File: config.mk
export PLATFORM = sky130hd
export DESIGN_NAME = lan_pwr_dbg_ctrl
export DESIGN_NICKNAME = d
export VERILOG_FILES = /design/src/verilog/lan_pwr_dbg_pkg.sv /design/src/verilog/lan_pwr_dbg_ctrl.sv
export SDC_FILE = /design/constraint.sdc
export NUM_CORES = 1
export LEC_CHECK = 0
export ABC_AREA = 0
export BUFFER_PORTS_ARGS = -buffer_cell sky130_fd_sc_hd__buf_2
export CAP_MARGIN = 20
export CORE_ASPECT_RATIO = 1.4
export CORE_MARGIN = 8
export CORE_UTILIZATION = 45
export DETAILED_ROUTE_END_ITERATION = 6
export MAX_ROUTING_LAYER = met4
export PLACE_DENSITY_LB_ADDON = 0.08
export SLEW_MARGIN = 30
export SYNTH_ARGS = -nofsm -noshare
export SYNTH_HDL_FRONTEND = slang
export SYNTH_SLANG_ARGS = --single-unit
File: constraint.sdc
create_clock -name sys_clk -period 5.5 [get_ports sys_clk]
set_clock_uncertainty 0.05 [all_clocks]
set_input_delay 0.55 -clock sys_clk [delete_from_list [all_inputs] [get_ports sys_clk]]
set_output_delay 0.55 -clock sys_clk [all_outputs]
set_load 0.01 [all_outputs]
File: src/verilog/lan_pwr_dbg_pkg.sv
// Constants, field positions and state type for the LAN power and debug control block
package lan_pwr_dbg_pkg;
   localparam int ADDR_W = 20;
   localparam int DATA_W = 32;
   // ----------------------------------------------------------------
   // Register offsets
   // ----------------------------------------------------------------
   localparam logic [19:0] NVM_EXT_OFF = 20'h00040;
   localparam logic [19:0] FUTURE_EXT_OFF = 20'h0002C;
   localparam logic [19:0] IRQ_STAT_OFF = 20'h00044;
   localparam logic [19:0] IRQ_MASK_OFF = 20'h00048;
   // ----------------------------------------------------------------
   // NVM extension register, stored bits 31:23
   // ----------------------------------------------------------------
   localparam int NVM_LO = 23;
   localparam int NVM_W = 9;
   localparam int PHY_PERMIT_BIT = 27;
   localparam int PD_WOL_EN_BIT = 30;
   localparam int PD_D3_EN_BIT = 31;
   localparam logic [8:0] NVM_RST = 9'h000;
   // ----------------------------------------------------------------
   // Future extension control register, stored bits 31:4
   // ----------------------------------------------------------------
   localparam int FUTURE_EXTENSION_CONTROL_LO = 4;
   localparam int FUTURE_EXTENSION_CONTROL_W = 28;
   localparam int EXT_PWR_BIT = 3;
   localparam int CRC_TRIG_EN_BIT = 8;
   localparam int CRC_WR_BLOCK_BIT = 9;
   localparam int OBS_EN_BIT = 10;
   localparam int OBS_IN_SEL_BIT = 11;
   localparam int OBS_DATA_SEL_BIT = 12;
   localparam int GHOST_RD_EN_BIT = 13;
   localparam int FUT_LO = 18;
   localparam logic [27:0] FUTURE_EXTENSION_CONTROL_RST = 28'h0000000;
   // ----------------------------------------------------------------
   // Interrupt status and mask layout
   // ----------------------------------------------------------------
   localparam int EV_W = 3;
   localparam int EV_CRC_BIT = 0;
   localparam int EV_BLOCK_BIT = 1;
   localparam int EV_PWR_BIT = 2;
   localparam logic [2:0] EV_RST = 3'h0;
   localparam logic [31:0] WORD_ZERO = 32'h00000000;

   typedef struct packed {
      logic [8:0] nvm_hi;
      logic [27:0] future_extension_control_hi;
      logic [2:0] stat;
      logic [2:0] mask;
      logic pwr_q;
      logic primed;
      logic [31:0] rd_data;
      logic irq;
      logic pd_ready;
      logic trig;
      logic wr_block;
      logic obs_valid;
      logic [31:0] obs_data;
      logic ghost_rd_en;
   } state_t;

   localparam state_t STATE_RST = '{
      nvm_hi: NVM_RST, future_extension_control_hi: FUTURE_EXTENSION_CONTROL_RST, stat: EV_RST, mask: EV_RST,
      pwr_q: 1'b0, primed: 1'b0, rd_data: WORD_ZERO, irq: 1'b0,
      pd_ready: 1'b0, trig: 1'b0, wr_block: 1'b0, obs_valid: 1'b0,
      obs_data: WORD_ZERO, ghost_rd_en: 1'b0};
endpackage

File: src/verilog/lan_pwr_dbg_ctrl.sv
// Control and status register bank for LAN power-down and CRC debug features
//
// The implementer's own choice: the plain strobed port.
`timescale 1ns/1ps
`default_nettype none

// Functional notes
// - Bit 27 permit is storage only
// - Bit 30 gates power-down-ready under wake-on-LAN
// - Bit 31 gates power-down-ready in D3/no-wake
// - Register resets only on power-good reset
// - Bit 3 reports external power state
// - Bit 8 pulses trigger on CRC mismatch
// - Trigger suppressed while CRC is offloaded
// - Bit 9 blocks RAM writes after mismatch
// - Bit 10 routes ghost RAMs to observation
// - Bit 11 selects inbound or outbound data
// - Bit 12 selects data or descriptor RAM
// - Bit 13 permits ghost RAM bus reads
// - Bits 31:18 writable storage reset zero
module lan_pwr_dbg_ctrl
   import lan_pwr_dbg_pkg::*;
(
   input wire logic sys_clk,
   input wire logic rst_b,
   input wire logic [19:0] addr,
   input wire logic [31:0] wr_data,
   input wire logic wr_en,
   input wire logic rd_en,
   output var logic [31:0] rd_data,
   output var logic irq,
   input wire logic ext_power_on,
   input wire logic wol_cfg,
   input wire logic d3_nowake_cfg,
   input wire logic pd_ready_req,
   output var logic powerdown_ready,
   input wire logic frame_done,
   input wire logic [31:0] sw_crc,
   input wire logic [31:0] hw_crc,
   input wire logic crc_offload,
   output var logic crc_mismatch_trig,
   output var logic ram_write_block,
   input wire logic [31:0] ghost_desc_in,
   input wire logic [31:0] ghost_desc_out,
   input wire logic [31:0] ghost_data_in,
   input wire logic [31:0] ghost_data_out,
   output var logic obs_valid,
   output var logic [31:0] observation_port,
   output var logic ghost_read_en
);

   // ----------------------------------------------------------------
   // Helpers
   // ----------------------------------------------------------------
   function automatic logic hit(input logic [19:0] a, input logic [19:0] off);
      hit = (a == off);
   endfunction

   state_t st_r;
   state_t st_nxt;
   logic mismatch;
   logic [31:0] nvm_word;
   logic [31:0] future_extension_control_word;

   assign mismatch = frame_done && (sw_crc != hw_crc);
   assign nvm_word = {st_r.nvm_hi, 23'h000000};
   // Low three bits are hardwired zero
   assign future_extension_control_word = {st_r.future_extension_control_hi, ext_power_on, 3'h0};

   // ----------------------------------------------------------------
   // Next state
   // ----------------------------------------------------------------
   always_comb
   begin
      logic [2:0] ev;
      logic [31:0] fx;
      logic [31:0] nv;
      logic allow;
      ev = 3'h0;
      fx = 32'h00000000;
      nv = 32'h00000000;
      allow = 1'b0;
      st_nxt = st_r;
      nv = nvm_word;
      fx = future_extension_control_word;

      // Register writes; bit 27 and bits 31:18 only stored
      if (wr_en)
      begin
         if (hit(addr, NVM_EXT_OFF))
         begin
            st_nxt.nvm_hi = wr_data[31:NVM_LO];
         end
         else if (hit(addr, FUTURE_EXT_OFF))
         begin
            st_nxt.future_extension_control_hi = wr_data[31:FUTURE_EXTENSION_CONTROL_LO];
         end
         else if (hit(addr, IRQ_MASK_OFF))
         begin
            st_nxt.mask = wr_data[EV_W-1:0];
         end
      end

      // Read data stands one cycle only
      st_nxt.rd_data = WORD_ZERO;
      if (rd_en)
      begin
         if (hit(addr, NVM_EXT_OFF))
         begin
            st_nxt.rd_data = nv;
         end
         else if (hit(addr, FUTURE_EXT_OFF))
         begin
            st_nxt.rd_data = fx;
         end
         else if (hit(addr, IRQ_STAT_OFF))
         begin
            st_nxt.rd_data = {29'h00000000, st_r.stat};
         end
         else if (hit(addr, IRQ_MASK_OFF))
         begin
            st_nxt.rd_data = {29'h00000000, st_r.mask};
         end
      end

      // CRC mismatch trigger and write block
      st_nxt.trig = mismatch && fx[CRC_TRIG_EN_BIT] && !crc_offload;
      if (mismatch && fx[CRC_WR_BLOCK_BIT])
      begin
         st_nxt.wr_block = 1'b1;
      end

      // Power-down-ready gating
      allow = 1'b1;
      if (wol_cfg)
      begin
         allow = nv[PD_WOL_EN_BIT];
      end
      else if (d3_nowake_cfg)
      begin
         allow = nv[PD_D3_EN_BIT];
      end
      st_nxt.pd_ready = pd_ready_req && allow;

      // Observation port routing
      st_nxt.obs_valid = fx[OBS_EN_BIT];
      st_nxt.obs_data = WORD_ZERO;
      if (fx[OBS_EN_BIT])
      begin
         if (fx[OBS_DATA_SEL_BIT])
         begin
            st_nxt.obs_data = fx[OBS_IN_SEL_BIT] ? ghost_data_in : ghost_data_out;
         end
         else
         begin
            st_nxt.obs_data = fx[OBS_IN_SEL_BIT] ? ghost_desc_in : ghost_desc_out;
         end
      end
      st_nxt.ghost_rd_en = fx[GHOST_RD_EN_BIT];

      // Sticky events; set wins over read-clear
      st_nxt.pwr_q = ext_power_on;
      st_nxt.primed = 1'b1;
      ev[EV_CRC_BIT] = mismatch;
      ev[EV_BLOCK_BIT] = mismatch && fx[CRC_WR_BLOCK_BIT] && !st_r.wr_block;
      ev[EV_PWR_BIT] = st_r.primed && (ext_power_on != st_r.pwr_q);
      if (rd_en && hit(addr, IRQ_STAT_OFF))
      begin
         st_nxt.stat = ev;
      end
      else
      begin
         st_nxt.stat = st_r.stat | ev;
      end
      st_nxt.irq = |(st_nxt.stat & st_nxt.mask);
   end

   // ----------------------------------------------------------------
   // State register, power-good reset only
   // ----------------------------------------------------------------
   always_ff @(posedge sys_clk or negedge rst_b)
   begin
      if (!rst_b)
      begin
         st_r <= STATE_RST;
      end
      else
      begin
         st_r <= st_nxt;
      end
   end

   assign rd_data = st_r.rd_data;
   assign irq = st_r.irq;
   assign powerdown_ready = st_r.pd_ready;
   assign crc_mismatch_trig = st_r.trig;
   assign ram_write_block = st_r.wr_block;
   assign obs_valid = st_r.obs_valid;
   assign observation_port = st_r.obs_data;
   assign ghost_read_en = st_r.ghost_rd_en;

   // ----------------------------------------------------------------
   // Checks
   // ----------------------------------------------------------------
   property p_trig_fires;
      @(posedge sys_clk) disable iff (!rst_b)
      (frame_done && (sw_crc != hw_crc) && st_r.future_extension_control_hi[CRC_TRIG_EN_BIT-FUTURE_EXTENSION_CONTROL_LO] && !crc_offload)
      |=> crc_mismatch_trig ##1 !crc_mismatch_trig || $past(mismatch);
   endproperty
   a_trig_fires: assert property (p_trig_fires) else $error("mismatch trigger missing");

   property p_trig_offload;
      @(posedge sys_clk) disable iff (!rst_b)
      crc_offload |=> !crc_mismatch_trig;
   endproperty
   a_trig_offload: assert property (p_trig_offload) else $error("trigger while offloaded");

   property p_block_sets;
      @(posedge sys_clk) disable iff (!rst_b)
      (mismatch && st_r.future_extension_control_hi[CRC_WR_BLOCK_BIT-FUTURE_EXTENSION_CONTROL_LO]) |=> ram_write_block [*4];
   endproperty
   a_block_sets: assert property (p_block_sets) else $error("write block not held");

   property p_block_cause;
      @(posedge sys_clk) disable iff (!rst_b)
      $rose(ram_write_block) |-> $past(mismatch) && $past(st_r.future_extension_control_hi[CRC_WR_BLOCK_BIT-FUTURE_EXTENSION_CONTROL_LO]);
   endproperty
   a_block_cause: assert property (p_block_cause) else $error("write block without cause");

   property p_pd_wol;
      @(posedge sys_clk) disable iff (!rst_b)
      (wol_cfg && !st_r.nvm_hi[PD_WOL_EN_BIT-NVM_LO]) |=> !powerdown_ready;
   endproperty
   a_pd_wol: assert property (p_pd_wol) else $error("ready under wake-on-LAN");

   property p_pd_d3;
      @(posedge sys_clk) disable iff (!rst_b)
      (!wol_cfg && d3_nowake_cfg && pd_ready_req && st_r.nvm_hi[PD_D3_EN_BIT-NVM_LO]) |=> powerdown_ready;
   endproperty
   a_pd_d3: assert property (p_pd_d3) else $error("ready missing in D3");

   property p_pwr_read;
      @(posedge sys_clk) disable iff (!rst_b)
      (rd_en && addr == FUTURE_EXT_OFF) |=> rd_data[EXT_PWR_BIT] == $past(ext_power_on) && rd_data[2:0] == 3'h0;
   endproperty
   a_pwr_read: assert property (p_pwr_read) else $error("power bit or low bits wrong");

   property p_obs_sel;
      @(posedge sys_clk) disable iff (!rst_b)
      (st_r.future_extension_control_hi[OBS_EN_BIT-FUTURE_EXTENSION_CONTROL_LO] && st_r.future_extension_control_hi[OBS_DATA_SEL_BIT-FUTURE_EXTENSION_CONTROL_LO]
       && st_r.future_extension_control_hi[OBS_IN_SEL_BIT-FUTURE_EXTENSION_CONTROL_LO]) |=> obs_valid && observation_port == $past(ghost_data_in);
   endproperty
   a_obs_sel: assert property (p_obs_sel) else $error("observation select wrong");

   property p_ghost_rd;
      @(posedge sys_clk) disable iff (!rst_b)
      ##1 ghost_read_en == $past(st_r.future_extension_control_hi[GHOST_RD_EN_BIT-FUTURE_EXTENSION_CONTROL_LO]);
   endproperty
   a_ghost_rd: assert property (p_ghost_rd) else $error("ghost read enable wrong");

   property p_fut_store;
      @(posedge sys_clk) disable iff (!rst_b)
      (wr_en && addr == FUTURE_EXT_OFF) ##1 (rd_en && addr == FUTURE_EXT_OFF)
      |=> rd_data[31:FUT_LO] == $past(wr_data[31:FUT_LO], 2);
   endproperty
   a_fut_store: assert property (p_fut_store) else $error("upper bits not stored");

   property p_trig_cause;
      @(posedge sys_clk) disable iff (!rst_b)
      crc_mismatch_trig |-> $past(mismatch) && !$past(crc_offload)
         && $past(st_r.future_extension_control_hi[CRC_TRIG_EN_BIT-FUTURE_EXTENSION_CONTROL_LO]);
   endproperty
   a_trig_cause: assert property (p_trig_cause) else $error("trigger without enabled mismatch");

   property p_block_sticky;
      @(posedge sys_clk) disable iff (!rst_b)
      ram_write_block |=> ram_write_block;
   endproperty
   a_block_sticky: assert property (p_block_sticky) else $error("write block released");

   property p_obs_off;
      @(posedge sys_clk) disable iff (!rst_b)
      !st_r.future_extension_control_hi[OBS_EN_BIT-FUTURE_EXTENSION_CONTROL_LO] |=> !obs_valid && observation_port == WORD_ZERO;
   endproperty
   a_obs_off: assert property (p_obs_off) else $error("observation port active while off");

   property p_obs_desc_out;
      @(posedge sys_clk) disable iff (!rst_b)
      (st_r.future_extension_control_hi[OBS_EN_BIT-FUTURE_EXTENSION_CONTROL_LO] && !st_r.future_extension_control_hi[OBS_DATA_SEL_BIT-FUTURE_EXTENSION_CONTROL_LO]
       && !st_r.future_extension_control_hi[OBS_IN_SEL_BIT-FUTURE_EXTENSION_CONTROL_LO]) |=> obs_valid && observation_port == $past(ghost_desc_out);
   endproperty
   a_obs_desc_out: assert property (p_obs_desc_out) else $error("outbound descriptor not observed");

   property p_pd_d3_off;
      @(posedge sys_clk) disable iff (!rst_b)
      (!wol_cfg && d3_nowake_cfg && !st_r.nvm_hi[PD_D3_EN_BIT-NVM_LO]) |=> !powerdown_ready;
   endproperty
   a_pd_d3_off: assert property (p_pd_d3_off) else $error("ready in D3 while disabled");

   property p_nvm_store;
      @(posedge sys_clk) disable iff (!rst_b)
      (wr_en && addr == NVM_EXT_OFF) |=> st_r.nvm_hi == $past(wr_data[31:NVM_LO]);
   endproperty
   a_nvm_store: assert property (p_nvm_store) else $error("extension bits not stored");

endmodule
`default_nettype wire

==> results.txt <==
- Power spread over the standard cell area amounts to approximately 270 nW/um2.
- Critical path peak fanout: 20
* Required time worst endpoint: about 5700 ps
- The floorplan step defined a die boundary enclosing 16900 um2.
* Number of hold-slack violations in the final timing report: 0
- Yosys mapped the design onto 37 distinct sky130hd cell types.
* Worst Path Arrival: 2810 ps
* Hold-fix buffers, CTS: 0
- Starting Density: between 40% and 50%
* Category of the most critical setup path: in -> reg
- Across all register-to-register paths, the minimum setup slack is ~3700 ps.
* FMAX: 387 MHz
* Most frequent cell after synthesis: dfrtp_1
* Standard cell core area: between 10000 and 15000 um2
* Placed inst area: about 7000 um2
- Slew at the pin with the worst max-slew slack: 823 ps
- Initial antenna violation count: 1
- Sequential element share of the synthesized area: 49.5%
- The final layout contains routed wiring with a total length of 16700 um.
- Number of synthesized flops with an enable pin: 0
* Simple-gate area share of the yosys netlist: 11.2%
* Latest clock arrival within the worst-skew pair: 400 ps
- # Max-Cap Violations: 0
* Share of the synthesized area in compound gates (AO/OA/AOI/OAI): 2.52%
- Of the available clock period, the critical path in the final layout requires a little under half.
- Gate Count Post-Synth: 429
* Total chip power: 2030 uW
- H-Tree Level Count: 4
- STA classifies the critical path endpoint as a flop.
- The commonest cells after synthesis are dfrtp_1, buf_4, and2_1.
- Result of the run: completed
* Total via count in the routed design: roughly 4200
* Async set-or-reset flop fraction in the synthesized netlist: between 90% and 100%
- Remaining routing DRC violations: 0
* Routed metal-1 wire length: 6180 um
- Highest ir drop seen on vdd: about 0.17 mV
- TritonCTS built the clock tree.
* Number of global-route vias before repair: 4930
- Summed over all instances, the cell type with the most area after synthesis is dfrtp_1.
* Worst path slowest cell: nor4_4
- Average wire per cell in the routed design: 19.5 um
- Met3 wirelength from detailed routing: 1240 um
- Number of buffers created by CTS: 17
- Detailed Routing Iterations Pass 1: 4
- Layout Cell Area excl Fill: 7630 um2
* RSZ-0062 raised after global routing: false
- After the first detailed-routing iteration, the DRC count stood at 99.
* Share of cells above drive strength 1: between 60% and 70%
- Hold slack final: 195 ps
- The worst pin sits at a relative slew slack of 45.1%.
- Final worst slack: ~2900 ps
- Parity-gate share of the synthesized area counting xor and xnor cells: 4.97%
* CTS max path bufs: 2
- Synth warn: 0
- Using the TritonRoute via totals, the vias-per-cell ratio works out to 4.93.
- The tightest min-delay check is of the in -> async type.
- The analysis attributes to cell leakage a power of around 0.0041 uW.
- After clock tree synthesis, the repair step resized 0 gates.
* Gpl congestion: 0.873
- The top cell type by area accounts for 49.5% of the synthesized area.
- Combined global-route utilization of all metal layers: 20.7%
- The worst setup path is launched from an input pin.
- between 300 and 400 I/O pins were placed.
* Post-synthesis cell area: around 5800 um2
- Synthesis produced a netlist with a net count of 683.
- The smallest clock period supported by the final layout is computed as 2580 ps.
* Row Count: 49
* Pin count of the biggest net entering global routing: between 60 and 70
- Global routing finished with a remaining overflow of 0.
- The final layout contains roughly 940 nets.
* Layout filler cell count: 1083
- The max-slew violation count is 0.
* Half-perimeter wire length after detailed placement: between 10000 and 15000 um
- Adding up every negative setup slack in the final design gives 0 ps.
- Clock root buffer: clkbuf_16
- ANT nets after route: 0
- The highest layer touched by signal routing is met4.
- Adder and majority gate portion of the synthesized area: 0%
* # setup viols final: 0
- In the detailed route, the total length drawn on met2 is a little under 9000 um.
- Synthesis-to-layout area growth: 31.3%
- At the placement stage, the worst setup path has a slack of 2480 ps.
* Die Span Y: 150 um
* Horiz. Die Dim: 112 um
- The count of buffers added on input and output ports is about 320.
- Total of flip-flops plus latches after synthesis: between 100 and 150
- Clock transition time at the flip-flop clock pins of the worst setup and hold paths: 50 ps
- Top flip-flop cell by instance count after synthesis: dfrtp_1
* Slowest stage delay, CP: just over 700 ps
- Buffers added to address setup during post-CTS repair amount to 0.
- Multiplexer cells account for 21.4% of the synthesized area.
* Area contributors post-synth: dfrtp_1, mux4_2, buf_4
- After synthesis, the largest family of logic cells by area is multiplexers.
- Critical path cell sequence: buf_2 > nor4_1 > nand3_1 > nor4_4 > and3b_1 > and2_1
* Average cell area after synthesis: 13.6 um2
- TritonCTS sink count: 115
* Wire length of the first global-routing pass: 26000 um
## flip-flops by register name, indices dropped and copies added, names as in the netlist, 8 cells and up
| name | cells |
|---|---|
| st_r | 8 |
| rd_data | 32 |
| nvm_word | 9 |
| future_extension_control_word | 28 |
| observation_port | 32 |
## critical path: cells and delay by family
family / cells / cell delay (ps)
simple gates: 5 / 2150
buf+inv: 1 / 100
## layer usage
layer	track usage [%]	up-vias
li1	-	1959
met2	36.2	215
met3	6.82	24
met4	8.67	0
met5	-	-
met1	21.0	2025
## metrics by stage
stage / utilization (%) / cells
4_1_cts: 59.8 / 855
3_3_place_gp: 55.4 / 824
6_report: 59.8 / 857
3_5_place_dp: 55.4 / 824
5_1_grt: 59.8 / 856
2_1_floorplan: - / 429
## placed cells by master, fill, tap and decap left out, types with 2 or more instances in the layout
cell type / Yosys / layout
mux2i_1: 2 / 2
mux2_4: 20 / 20
clkbuf_16: 0 / 17
and2_1: 52 / 52
clkinv_2: 0 / 6
bufinv_16: 0 / 2
nand3_1: 2 / 2
clkbuf_1: 9 / 2
buf_2: 7 / 321
nand4_1: 8 / 8
nor4_1: 6 / 6
mux2_2: 18 / 18
o21ai_0: 2 / 2
nor2_1: 3 / 3
nor2b_1: 10 / 10
nand2_1: 3 / 3
and3b_1: 2 / 2
nand4b_1: 2 / 2
mux4_2: 32 / 32
nor3_2: 2 / 2
a22oi_1: 13 / 13
dfrtp_1: 115 / 114
clkinvlp_4: 0 / 3
buf_4: 64 / 3
diode_2: 0 / 2
a21boi_0: 2 / 2
inv_1: 8 / 8
xnor2_1: 32 / 32
## kinds of logic (layout without fill, tap and decap cells)
kind of cell    after synthesis  in the layout
compound gates               20             20
xor+xnor                     33             33
buf+inv                      90            363
flops                       115            115
mux                          72             72
other cells                   1              3
simple gates                 98             98
## path summary, 6_finish.rpt
kind,end,from,cells past startpoint
max,rd_data[7],addr[10],6
min,rd_data[1],rst_b,1
max reg2reg,observation_port[16],future_extension_control_word[11],2
min reg2reg,ghost_read_en,future_extension_control_word[13],0
max in group asynchronous,observation_port[0],rst_b,2
min in group sys_clk,st_r[71],ext_power_on,1
## power breakdown
part	internal [uW]	total [uW]	switching, uW
clock	669	1020	352
sequential	849	849	0.347
combinational	98.6	163	64.2
total	1620	2030	417
## final cells by class
type	count	area, um2	share of cell area, %
diodes	2	5.00	0.0656
clock buffers	20	447	5.85
clock inverters	11	113	1.48
inverters	8	30.0	0.394
multi-input cells	224	2330	30.6
flip-flops and latches	115	2880	37.8
well taps	153	191	2.51
repair buffers	324	1630	21.4
Note: power is estimated with default switching activity, not from simulation.
